### src/tsi_defs.vh
`ifndef TSI_DEFS_VH
`define TSI_DEFS_VH

// channel geometry
`define TSI_NUM_CH 8
`define TSI_NUM_PAIR 4

// apb register byte offsets
`define TSI_OFF_CFG 8'h00
`define TSI_OFF_CMD 8'h04
`define TSI_OFF_STATUS 8'h08
`define TSI_OFF_IRQ_STAT 8'h0c
`define TSI_OFF_IRQ_CLR 8'h10
`define TSI_OFF_IRQ_EN 8'h14
`define TSI_OFF_CH_EN 8'h18

// configuration word fields
`define TSI_CFG_SERIAL 0
`define TSI_CFG_STYLE2 1
`define TSI_CFG_POL_LO 8
`define TSI_CFG_POL_HI 15
`define TSI_CFG_RESET 16'hff00
`define TSI_CH_EN_RESET 8'hff

// command register bits
`define TSI_CMD_COMMIT 0

// interrupt event bits
`define TSI_EV_MEASURE_REQUEST_DONE 0
`define TSI_EV_TOUCH_CHG 1
`define TSI_EV_NV_DONE 2
`define TSI_EV_SETUP 3
`define TSI_EV_W 4

// timing: clock period and phase and write times in ns
`define TSI_CLK_NS 100
`define TSI_PHASE_NS 2000
`define TSI_NV_WRITE_NS 5000000

`endif

### src/tsi_top.v
// Added by the designer: the register addresses and the APB slave port.
`include "tsi_defs.vh"
`default_nettype none

module tsi_top #(
  parameter NV_WRITE_CYCLES = `TSI_NV_WRITE_NS / `TSI_CLK_NS
) (
  // clock and reset
  input wire sys_clk,
  input wire rst,
  // apb slave
  input wire psel,
  input wire penable,
  input wire pwrite,
  input wire [7:0] paddr,
  input wire [31:0] pwdata,
  output reg [31:0] prdata,
  output wire pready,
  output wire pslverr,
  // host control pins
  input wire measure_request,
  input wire config_entry_n,
  input wire reset_n,
  input wire serial_select_n,
  // sensing front end
  input wire [7:0] sense_electrode_pin,
  input wire [3:0] shared_charge_pin_in,
  output reg [3:0] shared_charge_pin_out,
  output reg [3:0] shared_charge_pin_oe,
  // result outputs
  output reg [7:0] channel_result_out,
  output reg status_indicator_out,
  output wire irq
);

  // measurement phase length in clocks
  localparam PHASE_CYCLES = (`TSI_PHASE_NS + `TSI_CLK_NS - 1) / `TSI_CLK_NS;

  // top states
  localparam ST_LOAD = 2'd0;
  localparam ST_RUN = 2'd1;
  localparam ST_SETUP = 2'd2;

  // internal registers and decoded terms
  reg [1:0] state_r;
  reg [1:0] state_nxt;
  reg [15:0] cfg_r;
  reg [7:0] ch_en_r;
  reg [7:0] touch_r;
  reg [7:0] touch_nxt;
  reg [`TSI_EV_W-1:0] irq_stat_r;
  reg [`TSI_EV_W-1:0] irq_en_r;
  reg [15:0] phase_cnt_r;
  reg phase_r;
  reg measure_request_done;
  reg touch_chg;
  reg ind_pend_r;
  reg [`TSI_EV_W-1:0] events;
  reg [31:0] status_word;

  // mode and measurement qualifiers
  wire core_rst = ~reset_n; // host reset pin, synchronous
  wire nv_busy;
  wire nv_done;
  wire [15:0] nv_rd;
  wire serial_mode = cfg_r[`TSI_CFG_SERIAL];
  wire style2 = cfg_r[`TSI_CFG_STYLE2];
  wire [7:0] pol_high = cfg_r[`TSI_CFG_POL_HI:`TSI_CFG_POL_LO];
  wire measuring = (state_r == ST_RUN) && measure_request;
  wire phase_end = measuring && (phase_cnt_r == PHASE_CYCLES - 1);

  // apb write strobe and store commit request
  wire wr_acc = psel && penable && pwrite;
  wire commit_req = wr_acc && (paddr == `TSI_OFF_CMD) && pwdata[`TSI_CMD_COMMIT]
                    && (state_r == ST_SETUP) && !nv_busy;

  // channels of one pair: even in phase 0, odd in phase 1
  function [7:0] phase_mask;
    input ph;
    begin
      phase_mask = ph ? 8'haa : 8'h55;
    end
  endfunction

  // true for a mapped register offset
  function addr_ok;
    input [7:0] a;
    begin
      addr_ok = (a == `TSI_OFF_CFG) || (a == `TSI_OFF_CMD) || (a == `TSI_OFF_STATUS)
                || (a == `TSI_OFF_IRQ_STAT) || (a == `TSI_OFF_IRQ_CLR)
                || (a == `TSI_OFF_IRQ_EN) || (a == `TSI_OFF_CH_EN);
    end
  endfunction

  // non-volatile config store
  tsi_nvm #(
    .WRITE_CYCLES(NV_WRITE_CYCLES)
  ) tsi_nvm_i (
    .sys_clk(sys_clk),
    .rst(rst),
    .wr_req(commit_req),
    .wr_data(cfg_r),
    .busy(nv_busy),
    .done_pulse(nv_done),
    .rd_data(nv_rd)
  );

  // mode sequencing
  always @* begin
    state_nxt = state_r;
    case (state_r)
      ST_LOAD: state_nxt = config_entry_n ? ST_RUN : ST_SETUP;
      ST_RUN: if (!config_entry_n) state_nxt = ST_SETUP;
      ST_SETUP: if (config_entry_n && !nv_busy) state_nxt = ST_RUN;
      default: state_nxt = ST_LOAD;
    endcase
  end

  // per-channel sampling through the shared pin of its pair
  always @* begin
    touch_nxt = touch_r;
    if (phase_end) begin
      touch_nxt = (touch_r & ~phase_mask(phase_r))
                  | (sense_electrode_pin & ch_en_r & phase_mask(phase_r));
    end
    measure_request_done = phase_end && phase_r;
    touch_chg = (touch_nxt != touch_r);
  end

  // events feeding the sticky status
  always @* begin
    events = {`TSI_EV_W{1'b0}};
    events[`TSI_EV_MEASURE_REQUEST_DONE] = measure_request_done;
    events[`TSI_EV_TOUCH_CHG] = touch_chg;
    events[`TSI_EV_NV_DONE] = nv_done;
    events[`TSI_EV_SETUP] = (state_r != ST_SETUP) && (state_nxt == ST_SETUP);
  end

  // state, measurement timing and touch state
  always @(posedge sys_clk or posedge rst) begin
    if (rst) begin
      state_r <= ST_LOAD;
      phase_cnt_r <= 16'h0000;
      phase_r <= 1'b0;
      touch_r <= 8'h00;
    end else if (core_rst) begin
      state_r <= ST_LOAD;
      phase_cnt_r <= 16'h0000;
      phase_r <= 1'b0;
      touch_r <= 8'h00;
    end else begin
      state_r <= state_nxt;
      touch_r <= touch_nxt;
      if (!measuring) begin
        phase_cnt_r <= 16'h0000;
        phase_r <= 1'b0;
      end else if (phase_end) begin
        phase_cnt_r <= 16'h0000;
        phase_r <= ~phase_r;
      end else begin
        phase_cnt_r <= phase_cnt_r + 16'h0001;
      end
    end
  end

  // all four shared charge pins driven high while measuring
  always @(posedge sys_clk or posedge rst) begin
    if (rst) begin
      shared_charge_pin_out <= 4'h0;
      shared_charge_pin_oe <= 4'h0;
    end else begin
      shared_charge_pin_out <= measuring ? 4'hf : 4'h0;
      shared_charge_pin_oe <= measuring ? 4'hf : 4'h0;
    end
  end

  // config: loaded from store, then software-writable
  always @(posedge sys_clk or posedge rst) begin
    if (rst) begin
      cfg_r <= `TSI_CFG_RESET;
      ch_en_r <= `TSI_CH_EN_RESET;
      irq_en_r <= {`TSI_EV_W{1'b0}};
    end else if (core_rst) begin
      cfg_r <= `TSI_CFG_RESET;
      ch_en_r <= `TSI_CH_EN_RESET;
      irq_en_r <= {`TSI_EV_W{1'b0}};
    end else begin
      if (state_r == ST_LOAD) begin
        cfg_r <= nv_rd;
      end else if (wr_acc && paddr == `TSI_OFF_CFG && !nv_busy) begin
        cfg_r <= pwdata[15:0];
      end
      if (wr_acc && paddr == `TSI_OFF_CH_EN) begin
        ch_en_r <= pwdata[7:0];
      end
      if (wr_acc && paddr == `TSI_OFF_IRQ_EN) begin
        irq_en_r <= pwdata[`TSI_EV_W-1:0];
      end
    end
  end

  // sticky interrupt status, set beats clear
  always @(posedge sys_clk or posedge rst) begin
    if (rst) begin
      irq_stat_r <= {`TSI_EV_W{1'b0}};
    end else if (core_rst) begin
      irq_stat_r <= {`TSI_EV_W{1'b0}};
    end else begin
      if (wr_acc && paddr == `TSI_OFF_IRQ_CLR) begin
        irq_stat_r <= (irq_stat_r & ~pwdata[`TSI_EV_W-1:0]) | events;
      end else begin
        irq_stat_r <= irq_stat_r | events;
      end
    end
  end

  // level interrupt from enabled sticky bits
  assign irq = |(irq_stat_r & irq_en_r);

  // serial notification latch, cleared when host selects the link
  always @(posedge sys_clk or posedge rst) begin
    if (rst) begin
      ind_pend_r <= 1'b0;
    end else if (core_rst || state_r != ST_RUN || !serial_mode) begin
      ind_pend_r <= 1'b0;
    end else if (style2 ? touch_chg : measure_request_done) begin
      ind_pend_r <= 1'b1;
    end else if (!serial_select_n) begin
      ind_pend_r <= 1'b0;
    end
  end

  // status indicator and channel outputs
  always @(posedge sys_clk or posedge rst) begin
    if (rst) begin
      status_indicator_out <= 1'b0;
      channel_result_out <= 8'h00;
    end else if (core_rst) begin
      status_indicator_out <= 1'b0;
      channel_result_out <= 8'h00;
    end else begin
      case (state_r)
        ST_SETUP: status_indicator_out <= !nv_busy && !commit_req;
        ST_RUN: status_indicator_out <= serial_mode ? ind_pend_r : (|touch_r);
        default: status_indicator_out <= 1'b0;
      endcase
      if (state_r == ST_RUN && !serial_mode) begin
        channel_result_out <= ~(touch_r ^ pol_high);
      end else begin
        channel_result_out <= ~pol_high; // idle level of each polarity
      end
    end
  end

  // status word for reads
  always @* begin
    status_word = 32'h0000_0000;
    status_word[1:0] = state_r;
    status_word[2] = nv_busy;
    status_word[3] = measuring;
    status_word[4] = phase_r;
    status_word[5] = status_indicator_out;
    status_word[15:8] = touch_r;
    status_word[19:16] = shared_charge_pin_in; // read-back of pair pins
  end

  // apb: zero wait, error on unmapped offsets
  assign pready = 1'b1;
  assign pslverr = psel && penable && !addr_ok(paddr);

  // read data mux
  always @* begin
    prdata = 32'h0000_0000;
    if (psel && !pwrite) begin
      case (paddr)
        `TSI_OFF_CFG: prdata = {16'h0000, cfg_r};
        `TSI_OFF_STATUS: prdata = status_word;
        `TSI_OFF_IRQ_STAT: prdata = {{(32-`TSI_EV_W){1'b0}}, irq_stat_r};
        `TSI_OFF_IRQ_EN: prdata = {{(32-`TSI_EV_W){1'b0}}, irq_en_r};
        `TSI_OFF_CH_EN: prdata = {24'h000000, ch_en_r};
        default: prdata = 32'h0000_0000;
      endcase
    end
  end

endmodule

`default_nettype wire

### src/tsi_nvm.v
`include "tsi_defs.vh"
`default_nettype none

// non-volatile config store; array loaded with TSI_CFG_RESET only by power-on rst
module tsi_nvm #(
  parameter WRITE_CYCLES = 50000
) (
  // clock and power-on reset
  input wire sys_clk,
  input wire rst,
  // write port
  input wire wr_req,
  input wire [15:0] wr_data,
  output wire busy,
  output reg done_pulse,
  // read port
  output reg [15:0] rd_data
);

  reg [15:0] store_r;
  reg [31:0] cnt_r;
  reg [15:0] pend_r;

  assign busy = (cnt_r != 32'h0000_0000);

  // write takes WRITE_CYCLES before the word lands
  always @(posedge sys_clk or posedge rst) begin
    if (rst) begin
      store_r <= `TSI_CFG_RESET;
      cnt_r <= 32'h0000_0000;
      pend_r <= 16'h0000;
      done_pulse <= 1'b0;
      rd_data <= `TSI_CFG_RESET;
    end else begin
      done_pulse <= 1'b0;
      rd_data <= store_r;
      if (busy) begin
        cnt_r <= cnt_r - 32'h0000_0001;
        if (cnt_r == 32'h0000_0001) begin
          store_r <= pend_r;
          done_pulse <= 1'b1;
        end
      end else if (wr_req) begin
        cnt_r <= WRITE_CYCLES;
        pend_r <= wr_data;
      end
    end
  end

endmodule

`default_nettype wire

### config.mk
export PLATFORM = sky130hd
export DESIGN_NAME = tsi_top
export DESIGN_NICKNAME = d
export VERILOG_FILES = /design/src/tsi_top.v /design/src/tsi_nvm.v
export VERILOG_INCLUDE_DIRS = /design/src
export SDC_FILE = /design/constraint.sdc
export NUM_CORES = 1
export LEC_CHECK = 0
export ABC_CLOCK_PERIOD_IN_PS = 7700
export BUFFER_PORTS_ARGS = -buffer_cell sky130_fd_sc_hd__buf_2
export CAP_MARGIN = 30
export CORE_AREA = 2 2 144 217
export DETAILED_ROUTE_END_ITERATION = 7
export DIE_AREA = 0 0 146 219
export SYNTH_ARGS = -nofsm -noshare
export SYNTH_HDL_FRONTEND = slang
export SYNTH_SLANG_ARGS = --single-unit
### constraint.sdc
create_clock -name sys_clk -period 7.7 [get_ports sys_clk]
set_input_delay 0 -clock sys_clk [delete_from_list [all_inputs] [get_ports sys_clk]]
set_output_delay 0 -clock sys_clk [all_outputs]
set_load 0.05 [all_outputs]
==> metrics <==
net count of the finished layout=855; fraction of power spent switching nets=28.6%; routed wire length=19700 µm; type of the most critical hold path=in2reg; main combinational cell family by area after synthesis=simple AND/OR/NAND/NOR gates; power density over the cells=200 nW/µm²; number of failing hold endpoints at the final stage=0; number of routed nets with antenna violations=0; detailed placer's ending HPWL=14000 µm; maximum number of pins on one net before global-route repair=80; mean area per synthesized cell=10.9 µm²; number of flip-flops and latches in the synthesized netlist=151; maxcap violations=0; DRC violation total after the first TritonRoute iteration=roughly 490; Clock Latency Late Sink=430 ps; Chip Width=146 µm; fraction of power consumed by sequential logic=45.3%; CTS tree=done; Core Footprint=30100 µm²; count of buffers added by post-CTS timing repair for setup=0; Slew @ Worst Pin=993 ps; Reg2Reg Launch Point=tsi_nvm_i.cnt_r[12]; critical path class=reg2reg; Syn Inst Count=686; register area share after synthesis=51.3%; vias per std cell=4.72; average wire per standard cell=about 16 µm; Synth top area share=40.0%; number of H-tree levels=4; post-layout total power=0.00182 W; area of the die=32000 µm²; Compound-Gate Fraction of Synth Area=a little over a tenth; part of the total power dissipated in combinational logic=7.7%; worst-path fanout max=17; via count of the routed design=~5700; shortest period the worst path allows=about 3100 ps; slew margin rel.=33.8%; reg2reg path depth=5; clock tree root buffer cell=clkbuf_16; maximum frequency from static timing analysis=320 MHz; Port-buffer cells=slightly above 80; Worst Hold Endpoint=touch_r[1]; starting utilization of the core area=24.8%; final period utilization=40.6%; global routing usage summed across all routing layers=12.3%; number of fillers in the final layout=3135; share of post-route cells with drive strength above 1=roughly 28%; proportion of synthesized flip-flops having asynchronous set or reset=100%; first-pass GRT wire length=around 30000 µm; standby leakage power=4.11 nW; cts hold-fix bufs=24; worst endpoint data arrival time=3440 ps; boundary pin count=113; worst clock skew=between 10 and 15 ps; Total Negative Setup Slacks=0 ps; switching power total=roughly 0.00052 W; highest ir drop seen on vdd=0.163 mV; clock buffers created by TritonCTS=17; number of different library cells in the post-synthesis netlist=63; clock power share=47.0%; internal portion of total power=0.00130 W; quantity of gates resized following cts=0; antenna violations before repair=0; unrepaired setup endpoints after global routing=no; area added between synthesis and finish=22.0%; required arrival time at the worst endpoint=8010 ps; count of final setup violators=0; capturing point of the worst reg2reg path=tsi_nvm_i.store_r[0]; clock-pin transition on the worst setup and hold timing paths=roughly 70 ps; post-synthesis cell type with the largest combined area=dfrtp_1; top library cells by usage in the layout, fill and taps aside=119 x dfrtp_1, 86 x buf_2, 55 x nor2_1; vias in the first global route=5527; leading cell type in the layout, fill and taps excluded=dfrtp_1; grt ovf=0; worst-case register-to-register setup slack=approximately 4600 ps; standard-cell row count=78; antenna fix cells=0; worst hold path cell count=4; multiplexer share of the synthesized area=7.78%; adder and majority gate portion of the synthesized area=1.34%; number of detailed-routing iterations run before antenna repair=5; cells taking the most area after synthesis=dfrtp_1 40%, dfstp_2 11%, mux2_2 3.5%; element type at the critical path start=flip-flop; primary flip-flop cell chosen by synthesis mapping=dfrtp_1; fraction of the mapped netlist area in simple logic gates=between 10% and 20%; Chip Height=219 µm; Longest Clk Path Bufs=2; Final GP Congestion=about 0.8; run status=finished clean; count of yosys warnings during synthesis=0; capturing element type of the critical path=flip-flop; Netlist Area Pre-Place=about 7400 µm²; post-synthesis xor/xnor area fraction=4.71%; start point of the worst hold path=sense_electrode_pin[1]; DRC violations left=0; max-slew violation count=0; clk sink count=151; Post-synth EDFFs=0
## synthesized netlist by cell type (all sizes together) (3+ instances only)
library cell / number
a21oi: 23
nor2: 55
clkbuf: 20
a221o: 8
buf: 26
o31ai: 4
xor2: 21
o221a: 8
nand3: 30
o21a: 10
mux2i: 17
nor4b: 3
a31oi: 3
or2: 9
and4: 4
nand2: 45
and3: 26
a21boi: 6
or4: 5
dfstp: 32
dfrtp: 119
o211ai: 3
nor2b: 10
or3: 4
nor3: 14
ha: 8
inv: 14
nand2b: 9
nand4: 12
or4b: 3
o21ai: 13
mux2: 33
nor3b: 3
nor4: 16
a22oi: 20
xnor2: 19
and2: 10
## critical path, cell delays in order, from the launching register on
cell and delay [ps]:
dfrtp_1 420, nor3_1 520, nand4_2 410, nor3_1 370
and3_1 870, mux2_2 420
## power groups by stage
stage                     clock, W  sequential [W]  combinational [W]
after floorplan                  0        0.000847          0.0000832
after global placement           0        0.000838           0.000131
after detailed placement         0        0.000838           0.000132
after CTS                 0.000875        0.000824           0.000143
after global routing      0.000906        0.000825           0.000153
final                     0.000855        0.000824           0.000141
## stage by stage
| step | instances | setup WS, ps | cell area (µm²) | hold WS [ps] | utilization (%) |
|---|---|---|---|---|---|
| after floorplan | 697 | 3690 | 7490 | 127 | - |
| after global placement | 1138 | 4590 | 8170 | 196 | 27.2 |
| after detailed placement | 1143 | 4660 | 8220 | 193 | 27.3 |
| after CTS | 1199 | 4620 | 9080 | 9.70 | 30.2 |
| after global routing | 1199 | 4450 | 9080 | 38.7 | 30.2 |
| final | 1199 | 4570 | 9080 | 27.4 | 30.2 |
## worst max path at each step
| stage | cells after the start | to | startpoint |
|---|---|---|---|
| 2_1_floorplan | 1 | cfg_r[0] | rst |
| 3_3_place_gp | 5 | tsi_nvm_i.pend_r[13] | tsi_nvm_i.cnt_r[24] |
| 3_5_place_dp | 5 | tsi_nvm_i.store_r[0] | tsi_nvm_i.cnt_r[12] |
| 4_1_cts | 5 | tsi_nvm_i.store_r[0] | tsi_nvm_i.cnt_r[12] |
| 5_1_grt | 5 | tsi_nvm_i.store_r[5] | tsi_nvm_i.cnt_r[12] |
| 6_report | 5 | tsi_nvm_i.store_r[0] | tsi_nvm_i.cnt_r[12] |
## layout make-up
cell class,instances,area [µm²],share of cell area (%)
multi-input cells,486,3350,36.9
repair buffers,116,727,8.00
clock buffers,17,425,4.68
well taps,400,500,5.51
inverters,14,57.6,0.634
flip-flops and latches,151,3820,42.0
clock inverters,15,201,2.22
## registers in the layout, indices dropped and copies added, names as in the netlist, 2 cells and up
name	flops
cfg_r	16
ch_en_r	8
channel_result_out	8
irq_en_r	4
irq_stat_r	4
phase_cnt_r	16
state_r	2
touch_r	8
tsi_nvm_i.cnt_r	32
tsi_nvm_i.pend_r	16
tsi_nvm_i.rd_data	16
tsi_nvm_i.store_r	16
## logic make-up after synthesis
group / after synthesis
adders and majority gates: 8
muxes: 50
xor gates and xnor gates: 40
AOI/OAI and AO/OA: 112
buffers and inverters: 60
and+or+nand+nor: 263
other: 2
DFF: 151
## routing by layer
metal	global-route usage, %	vias to the layer above	routed length [µm]
met5	0	-	0
li1	-	2641	-
met2	20.4	172	9540
met3	2.83	25	997
met1	16.1	2827	8800
met4	3.95	0	333
(Power assumes the default switching activity.)
